`src/status_service_regs.svh`:
```
/*
  Constants for the status and service-request unit: status bit positions,
  reset values and command codes used by the command byte stream.
  Assumes it is included by bare name from files that need these values.
*/
`ifndef STATUS_SERVICE_REGS_SVH
`define STATUS_SERVICE_REGS_SVH

// Primary byte bit positions
`define PRI_PARAM_BIT 0
`define PRI_EXTCHG_BIT 2
`define PRI_SWEEP_BIT 4
`define PRI_SYNTAX_BIT 5
`define PRI_RQS_BIT 6
// Extended byte bit positions
`define EXT_SELFTEST_BIT 0
`define EXT_POWER_BIT 5
`define EXT_UNLEVEL_BIT 6
`define EXT_AIRFLOW_BIT 7
// Primary condition-bit mask and extended used-bit mask
`define PRI_COND_MASK 8'h35
`define EXT_USED_MASK 8'he1
// Bits that always read zero
`define PRI_UNUSED_MASK 8'h8a
`define EXT_UNUSED_MASK 8'h1e
// Reset values
`define STATUS_RESET 8'h00
`define MASK_RESET 8'h00
// Mask-load command code byte (arbitrary encoding of the two-letter code)
`define MASK_LOAD_CODE 8'h4d

`endif

```
`src/status_service_pkg.sv`:
```
/*
  Types shared by the status and service-request unit.
  Assumes nothing beyond a SystemVerilog tool.
*/
`default_nettype none
package status_service_pkg;
  // Command byte parser states
  typedef enum logic [0:0] {CMD_IDLE, CMD_MASK_BYTE} cmd_state_t;
endpackage
`default_nettype wire

```
`src/level_sync.sv`:
```
/*
  Two-flip-flop synchroniser for one pin-level input.
  Assumes ref_clk_i and asynchronous active-low reset.
*/
`default_nettype none
module level_sync
(
  // Clock and reset
  input wire logic ref_clk_i,
  input wire logic rst_n_i,
  // Asynchronous level in, synchronised out
  input wire logic async_i,
  output logic sync_o
);
  logic meta_ff; // First stage, read only by second stage
  logic hold_ff; // Second stage

  // Shift the level through two stages
  always_ff @(posedge ref_clk_i or negedge rst_n_i)
  begin
    if (!rst_n_i)
    begin
      meta_ff <= 1'b0;
      hold_ff <= 1'b0;
    end
    else
    begin
      meta_ff <= async_i;
      hold_ff <= meta_ff;
    end
  end

  assign sync_o = hold_ff;
endmodule
`default_nettype wire

```
`src/condition_latch.sv`:
```
/*
  One sticky condition bit: set by a one-cycle event, cleared by device
  clear; a set in the clear cycle wins so no event is lost.
  Assumes events and clear are on ref_clk_i.
*/
`default_nettype none
module condition_latch
(
  // Clock and reset
  input wire logic ref_clk_i,
  input wire logic rst_n_i,
  // Set and clear
  input wire logic set_i,
  input wire logic clr_i,
  // Latched state
  output logic flag_o
);
  logic flag_ff; // Sticky bit
  logic nxt_flag; // Next value

  // Set wins over clear
  assign nxt_flag = set_i | (flag_ff & ~clr_i);

  // Hold the flag
  always_ff @(posedge ref_clk_i or negedge rst_n_i)
  begin
    if (!rst_n_i)
      flag_ff <= 1'b0;
    else
      flag_ff <= nxt_flag;
  end

  assign flag_o = flag_ff;
endmodule
`default_nettype wire

```
`src/status_service_request_unit.sv`:
```
/*
  Status and service-request unit of a sweep oscillator on an instrument
  bus. Holds the primary and extended status bytes and the request mask,
  raises the service request line and honours device clear.
  Assumes the bus front end delivers received command bytes with a
  one-cycle strobe on ref_clk_i and a one-cycle device-clear pulse.
  Condition events from the
  instrument core are one-cycle pulses on ref_clk_i; extended conditions
  are raw levels from pins and are synchronised here.
  Limitation: the extended byte shows live pin state three clocks late,
  so a pin pulse shorter than a clock may never be seen; the change flag
  in the primary byte is the latched record of changes that were seen.
  The request mask survives device clear; only reset returns it to zero.
  A controller that wants a new mask after a clear must send it again.
*/
`default_nettype none
`include "status_service_regs.svh"
module status_service_request_unit
  import status_service_pkg::*;
(
  // Clock and reset
  input wire logic ref_clk_i,
  input wire logic rst_n_i,
  // Command byte stream from the bus front end
  input wire logic cmd_valid_i,
  input wire logic [7:0] cmd_byte_i,
  input wire logic device_clear_i,
  // Condition events from the instrument core
  input wire logic param_altered_i,
  input wire logic syntax_error_i,
  input wire logic sweep_end_i,
  // Extended conditions from pins (levels)
  input wire logic airflow_fail_i,
  input wire logic rf_unleveled_i,
  input wire logic power_event_i,
  input wire logic selftest_fail_i,
  // Status outputs
  output logic [7:0] primary_service_status_o,
  output logic [7:0] extended_condition_status_o,
  output logic [7:0] request_mask_o,
  output logic service_request_o
);

  // Synchronised extended condition levels
  logic airflow_s;
  logic unlevel_s;
  logic power_s;
  logic selftest_s;

  // Latched primary conditions
  logic param_q;
  logic syntax_q;
  logic sweep_q;
  logic extchg_q;

  // Extended byte, mask, request flag and parser
  logic [7:0] ext_ff; // Extended byte, live state of used bits
  logic [7:0] nxt_ext;
  logic [7:0] mask_ff; // Loaded request mask
  logic [7:0] nxt_mask;
  logic rqs_ff; // Service requested flag
  logic nxt_rqs;
  cmd_state_t cmd_ff; // Parser state
  cmd_state_t nxt_cmd;

  // Decoded helpers
  wire [7:0] pri_cond; // Condition bits without the request flag
  wire ext_changed; // Any used extended bit differs
  wire mask_hit; // Masked condition present
  wire code_seen; // Mask-load code arrives
  wire mask_take; // Mask byte arrives

  // Pin synchronisers for the four extended conditions
  // One per pin: the pins are unrelated levels, so no word crosses domains
  level_sync u_sync_air
  (
    .ref_clk_i(ref_clk_i),
    .rst_n_i(rst_n_i),
    .async_i(airflow_fail_i),
    .sync_o(airflow_s)
  );
  level_sync u_sync_lvl
  (
    .ref_clk_i(ref_clk_i),
    .rst_n_i(rst_n_i),
    .async_i(rf_unleveled_i),
    .sync_o(unlevel_s)
  );
  level_sync u_sync_pwr
  (
    .ref_clk_i(ref_clk_i),
    .rst_n_i(rst_n_i),
    .async_i(power_event_i),
    .sync_o(power_s)
  );
  level_sync u_sync_st
  (
    .ref_clk_i(ref_clk_i),
    .rst_n_i(rst_n_i),
    .async_i(selftest_fail_i),
    .sync_o(selftest_s)
  );

  // Extended byte follows present condition of used bits; unused read zero
  always_comb
  begin
    nxt_ext = `STATUS_RESET;
    nxt_ext[`EXT_AIRFLOW_BIT] = airflow_s;
    nxt_ext[`EXT_UNLEVEL_BIT] = unlevel_s;
    nxt_ext[`EXT_POWER_BIT] = power_s;
    nxt_ext[`EXT_SELFTEST_BIT] = selftest_s;
  end

  // A change in any used extended bit is an event for primary bit 2
  // Comparing against the next value flags the change as the byte updates,
  // so the change bit and the new extended byte appear on the same edge
  assign ext_changed = |((nxt_ext ^ ext_ff) & `EXT_USED_MASK);

  // Sticky primary conditions; device clear rearms them
  // Separate latches keep each cause visible until the controller issues device clear
  condition_latch u_lat_param
  (
    .ref_clk_i(ref_clk_i),
    .rst_n_i(rst_n_i),
    .set_i(param_altered_i),
    .clr_i(device_clear_i),
    .flag_o(param_q)
  );
  condition_latch u_lat_syntax
  (
    .ref_clk_i(ref_clk_i),
    .rst_n_i(rst_n_i),
    .set_i(syntax_error_i),
    .clr_i(device_clear_i),
    .flag_o(syntax_q)
  );
  condition_latch u_lat_sweep
  (
    .ref_clk_i(ref_clk_i),
    .rst_n_i(rst_n_i),
    .set_i(sweep_end_i),
    .clr_i(device_clear_i),
    .flag_o(sweep_q)
  );
  condition_latch u_lat_extchg
  (
    .ref_clk_i(ref_clk_i),
    .rst_n_i(rst_n_i),
    .set_i(ext_changed),
    .clr_i(device_clear_i),
    .flag_o(extchg_q)
  );

  // Assemble condition bits at their weights; bits 7, 3, 1 read zero
  assign pri_cond = {2'h0, syntax_q, sweep_q, 1'b0, extchg_q, 1'b0, param_q};

  // Only masked conditions may request service; the rest are only recorded
  assign mask_hit = |(pri_cond & mask_ff & `PRI_COND_MASK);

  // Request flag: set by a masked condition, cleared only by device clear.
  // A hit in the clear cycle is judged on the old latches, which clear too,
  // so the flag drops; a fresh event then re-latches and re-raises it.
  assign nxt_rqs = device_clear_i ? 1'b0 : (rqs_ff | mask_hit);

  // Parser: mask-load code, then exactly one binary mask byte. A byte that
  // meets device clear is dropped; the controller sends code and byte again,
  // which is cheaper than trusting half a load.
  assign code_seen = cmd_valid_i && (cmd_ff == CMD_IDLE) && (cmd_byte_i == `MASK_LOAD_CODE);
  assign mask_take = cmd_valid_i && (cmd_ff == CMD_MASK_BYTE) && !device_clear_i;
  assign nxt_mask = mask_take ? cmd_byte_i : mask_ff;

  // Next parser state; device clear abandons a half-received load
  // so a stray byte after the clear cannot be taken as a mask
  always_comb
  begin
    nxt_cmd = cmd_ff;
    case (cmd_ff)
      CMD_IDLE:
        if (code_seen)
          nxt_cmd = CMD_MASK_BYTE;
      CMD_MASK_BYTE:
        if (cmd_valid_i)
          nxt_cmd = CMD_IDLE;
      default:
        nxt_cmd = CMD_IDLE;
    endcase
    if (device_clear_i)
      nxt_cmd = CMD_IDLE;
  end

  // State registers; the mask and extended byte survive device clear, the request flag and parser state clear
  always_ff @(posedge ref_clk_i or negedge rst_n_i)
  begin
    if (!rst_n_i)
    begin
      ext_ff <= `STATUS_RESET;
      mask_ff <= `MASK_RESET;
      rqs_ff <= 1'b0;
      cmd_ff <= CMD_IDLE;
    end
    else
    begin
      ext_ff <= nxt_ext;
      mask_ff <= nxt_mask;
      rqs_ff <= nxt_rqs;
      cmd_ff <= nxt_cmd;
    end
  end

  // Outputs come straight from flip-flops or flip-flop bits
  // The primary byte only merges flop bits at distinct positions, so no gating
  assign primary_service_status_o = pri_cond | ({7'h00, rqs_ff} << `PRI_RQS_BIT);
  assign extended_condition_status_o = ext_ff;
  assign request_mask_o = mask_ff;
  assign service_request_o = rqs_ff;
endmodule
`default_nettype wire

```
`config.mk`:
```
export PLATFORM = sky130hd
export DESIGN_NAME = status_service_request_unit
export DESIGN_NICKNAME = d
export VERILOG_FILES = /design/src/status_service_pkg.sv /design/src/level_sync.sv /design/src/condition_latch.sv /design/src/status_service_request_unit.sv
export VERILOG_INCLUDE_DIRS = /design/src
export SDC_FILE = /design/constraint.sdc
export NUM_CORES = 1
export LEC_CHECK = 0
export ABC_CLOCK_PERIOD_IN_PS = 2900
export BUFFER_PORTS_ARGS = -buffer_cell sky130_fd_sc_hd__buf_4
export CAP_MARGIN = 15
export CORE_MARGIN = 4
export CORE_UTILIZATION = 49
export DETAILED_ROUTE_END_ITERATION = 10
export PLACE_DENSITY = 0.87
export SYNTH_ARGS = -nofsm -noshare
export SYNTH_HDL_FRONTEND = slang
export SYNTH_HIERARCHICAL = 1
export SYNTH_SLANG_ARGS = --single-unit
```
`constraint.sdc`:
```
create_clock -name ref_clk_i -period 2.9 [get_ports ref_clk_i]
set_input_delay 0.145 -clock ref_clk_i [delete_from_list [all_inputs] [get_ports ref_clk_i]]
set_output_delay 0.145 -clock ref_clk_i [all_outputs]
set_load 0.05 [all_outputs]
```
* Word level (Yosys, flattened, before mapping) *
Cells that the tools add are included.

storage, ports and cells
  flip-flop bits (word level) = 26
  bits of input ports = 19
  output and inout bits = 25
  logic and storage cells = 43

operators by class
  equal/unequal tests = 1
  muxes and demuxes = 5
  bitwise operators = 14
  reductions and logical operators = 7

operators by type and width
  cell                                           count
  == test 8 x 7 -> 1 bit, second input constant  1
  OR reduction 4 bit                             2
  XOR 8 bit                                      1
  OR 6 x 7 -> 7 bit                              1
  bitwise AND 6 bit                              1
  OR 1 bit                                       5
  bitwise AND 1 bit                              4
  logical AND 1 bit                              4
  two-way mux 1 bit                              4
  NOT 1 bit                                      2
  one-hot mux 1 bit (2 select lines)             1
  logical NOT 1 bit                              1

* Depth between registers and ports, before layout *
  depth in word-level cells = 6
  mapped depth = 3
  mapped depth without buffers = 3

* Hierarchy *
The synthesis kept the hierarchy.

by module, submodules not included
  module                       instances  cells an instance  area each (µm²)  seq. area each (µm²)
  status_service_request_unit  1          49                 669.4            350.3
  level_sync                   4          2                  50.0             50.0
  condition_latch              4          3                  36.3             25.0

* Least setup slack after synthesis *
No wires, ideal clock.

  kind = flip-flop to flip-flop
  from = register ext_ff[6] (netlist: extended_condition_status_o[6])
  to = register u_lat_extchg.flag_ff (netlist: u_lat_extchg/flag_o)
  setup time = 0.118 ns
  arrival time = 1.031 ns
  data required time = 2.782 ns
  setup slack = 1.751 ns
  stages on the path, launching flop included = 4
  buffers on the path = 0
  period minus slack after synthesis = 1.149 ns
  cell sequence = dfrtp_1 > xnor2_1 > nand4_1 > a21o_1

between the ends
  longest elaborated chain between the ends = 3

ends and longest elaborated chain
  element                          RTL line                            RTL
  from (decl)                      status_service_request_unit.sv:57   logic [7:0] ext_ff;
  from (signal assigned)           status_service_request_unit.sv:196  ext_ff <= `STATUS_RESET;
  from (signal assigned)           status_service_request_unit.sv:203  ext_ff <= nxt_ext;
  XOR 8 bit                        status_service_request_unit.sv:117  assign ext_changed = |((nxt_ext ^ ext_ff) & `EXT_USED_MASK);
  OR reduction 4 bit               status_service_request_unit.sv:117
  named net ext_changed            status_service_request_unit.sv:68   wire ext_changed;
  OR 1 bit                         condition_latch.sv:22               assign nxt_flag = set_i | (flag_ff & ~clr_i);
  named net u_lat_extchg.nxt_flag  condition_latch.sv:19               logic nxt_flag;
  to (signal assigned)             condition_latch.sv:30               flag_ff <= nxt_flag;
  to (decl)                        condition_latch.sv:18               logic flag_ff;

The timed path passes the listed nets, and every way through them passes these cells.
A chain may end at the register's enable or synchronous reset.

* Worst setup path after layout *
  from = register mask_ff[4] (netlist: request_mask_o[4])
  to = output port request_mask_o[4]

RTL lines
  element                 RTL line                            RTL
  from (decl)             status_service_request_unit.sv:59   logic [7:0] mask_ff;
  from (signal assigned)  status_service_request_unit.sv:197  mask_ff <= `MASK_RESET;
  from (signal assigned)  status_service_request_unit.sv:204  mask_ff <= nxt_mask;
  to (decl)               status_service_request_unit.sv:40   output logic [7:0] request_mask_o,

No word-level cell between the ends.

==> impl_metrics.json <==
{
  "busiest_layer": "met2",
  "stdcell_area_sq_um": 1374,
  "finalPower_mw": 0.7439,
  "fin_nets": 130,
  "syn_area_per_cell_sq_um": 14.71,
  "ys_seq_area_frac": 0.6412,
  "grt_pass1_vias": 570,
  "grt_max_degree": 27,
  "status": "completed",
  "num_rows": 16,
  "cp-start-kind": "register",
  "skew_ns": 0.001013,
  "path_max_fanout": 3,
  "required_ns": 2.76,
  "hold_viol": 0,
  "antenna_found_initial": 0,
  "clk_latency_ns": 0.32,
  "cp.arrival_ns": 0.95,
  "die_x_microns": 53.51,
  "critPathTopFamily": "flip-flops",
  "start_util": 0.5172,
  "powerDensity_nw_per_um2": 541.5,
  "path_clk_slew_ns": 0.13,
  "cts_root_buf": "clkbuf_4",
  "placed_area_sq_um": 1251,
  "num_antenna_cells": 0,
  "hold_slack_ns": 0.03060,
  "fillers": 144,
  "areaGrowthSynthToFinish_pct": 35.39,
  "r2r_start": "cmd_ff",
  "cp-startpoint": "request_mask_o[4]",
  "cts-resized-gates": 0,
  "path_cells": "buf_4",
  "ys_ff_latch": 26,
  "finalSetupTns_ns": 0,
  "h-tree-depth": 1,
  "clock-sinks": 26,
  "use_met1": 0.1884,
  "yosysWarnings": 6,
  "fmax_mhz": 909.2,
  "final_core_util": 0.7003,
  "io_pins": 44,
  "core-area_sq_um": 1962,
  "die_y_microns": 53.51,
  "critPathBufInv": 1,
  "max_stage_delay_ns": 0.43,
  "critPathKind": "register to output pin",
  "track_usage": 0.1399,
  "route.detailed.drc": 0,
  "viasPerCell": 4.723,
  "grt_first_pass_wirelength_microns": 2746,
  "gp_congestion": 0.6700,
  "worst_path_max_delay_cell": "dfrtp_1",
  "cts_buffers": 3,
  "synthDistinctLibCells": 16,
  "place_ws_ns": 1.879,
  "hp-class": "input port to register",
  "grtUsageMet3": 0.03380,
  "slew_viol_final": 0,
  "synthCells": 69,
  "dp.cells": 126,
  "setup_slack_ns": 1.800,
  "finalWirelength_microns": 1914,
  "wl_per_cell_microns": 13.97,
  "ant_nets": 0,
  "final-instance-count-excl-fill": 137,
  "worst_ir_drop_vdd_mv": 0.3347,
  "drive_gt1_frac": 0.4455,
  "ctsLongestPathBuffers": 2,
  "min_period_ns": 1.100,
  "p_leak_nw": 0.7167,
  "drt_iter0_markers": 17,
  "vias": 647,
  "maxCapViolCount": 0,
  "finalCritPeriodShare": 0.3793,
  "die_area_sq_um": 2863,
  "grtUsageMet2": 0.2122,
  "cts_tree": "yes",
  "hp-start": "param_altered_i",
  "end_kind": "output pin",
  "drtPass1Iterations": 4,
  "port-buffer-count": 36,
  "syn-cell-area_sq_um": 1015,
  "largest_register_ffs": 8,
  "setup_violations": 0,
  "grt_overflow_total": 0,
  "rsz0062_at_grt": "false",
  "hpwl_microns": 1414
}
==> area by class of cell <==
type / count / area [sq um] / area share
well taps: 27 / 33.78 / 0.02459
multi-input cells: 33 / 281.5 / 0.2049
inverters: 4 / 15.01 / 0.01093
flip-flops and latches: 26 / 650.6 / 0.4736
repair buffers: 43 / 340.3 / 0.2477
clock inverters: 1 / 30.03 / 0.02186
clock buffers: 3 / 22.52 / 0.01639
==> routing by layer <==
layer	part of all wire	wire length, microns
met2	0.52	991
met5	0	0
met4	0.021	40
met1	0.38	736
met3	0.076	146
==> cell usage after synthesis <==
| library cell | instances | area (sq um) |
|---|---|---|
| a21o_1 | 4 | 30.03 |
| a21oi_1 | 2 | 10.01 |
| a222oi_1 | 1 | 10.01 |
| buf_4 | 12 | 90.09 |
| conb_1 | 1 | 3.750 |
| dfrtp_1 | 26 | 650.6 |
| inv_1 | 4 | 15.01 |
| mux2_1 | 1 | 11.26 |
| mux2_2 | 7 | 78.83 |
| nand2b_1 | 1 | 6.260 |
| nand3b_4 | 1 | 20.02 |
| nand4_1 | 1 | 6.260 |
| nand4bb_1 | 2 | 22.52 |
| o41ai_2 | 1 | 16.27 |
| or3b_1 | 1 | 8.760 |
| xnor2_1 | 4 | 35.03 |
==> worst paths after layout <==
path	endpoint	slack (ns)	depth (start not counted)
worst max-delay path	request_mask_o[4]	1.80	1
worst min-delay path	u_lat_param/flag_o	0.03	2
worst max register to register	request_mask_o[5]	1.86	2
worst min register to register	u_sync_st/sync_o	0.36	0
max in group asynchronous	u_sync_air/meta_ff	2.42	2
min in group asynchronous	u_lat_param/flag_o	0.25	2
==> cell usage in the layout, fill, tap and decap left out <==
| cell type | instances |
|---|---|
| mux2_1 | 1 |
| xnor2_1 | 4 |
| a21o_1 | 4 |
| bufinv_16 | 1 |
| nand4bb_1 | 2 |
| or3b_1 | 1 |
| a222oi_1 | 1 |
| nand3b_4 | 1 |
| inv_1 | 4 |
| buf_4 | 36 |
| conb_1 | 7 |
| clkbuf_4 | 3 |
| o41ai_2 | 1 |
| nand2b_1 | 1 |
| mux2_2 | 7 |
| dfrtp_1 | 26 |
| nand4_1 | 1 |
| dlygate4sd3_1 | 7 |
| a21oi_1 | 2 |
==> report_power, final <==
part	switching, mW	internal, mW
Clock	0.105	0.140
Sequential	0.00867	0.376
Combinational	0.0732	0.0416
Total	0.187	0.557
==> logic make-up (layout without fill, tap and decap cells) <==
logic type | after synthesis | after routing | share of synthesized area
flip-flops | 26 | 26 | 0.6412
buffers and inverters | 16 | 51 | 0.1036
AO/OA/AOI/OAI | 8 | 8 | 0.06536
multiplexers | 8 | 8 | 0.08878
AND/OR/NAND/NOR | 6 | 6 | 0.06289
XOR/XNOR | 4 | 4 | 0.03452
other | 1 | 7 | 0.003696
==> timing repair <==
| action | CTS | global route |
|---|---|---|
| setup buffers | 0 | 0 |
| endpoints found under the hold margin | 31 | 1 |
| hold buffers | 6 | 1 |
No activity file was read; power rests on OpenSTA's default activity.
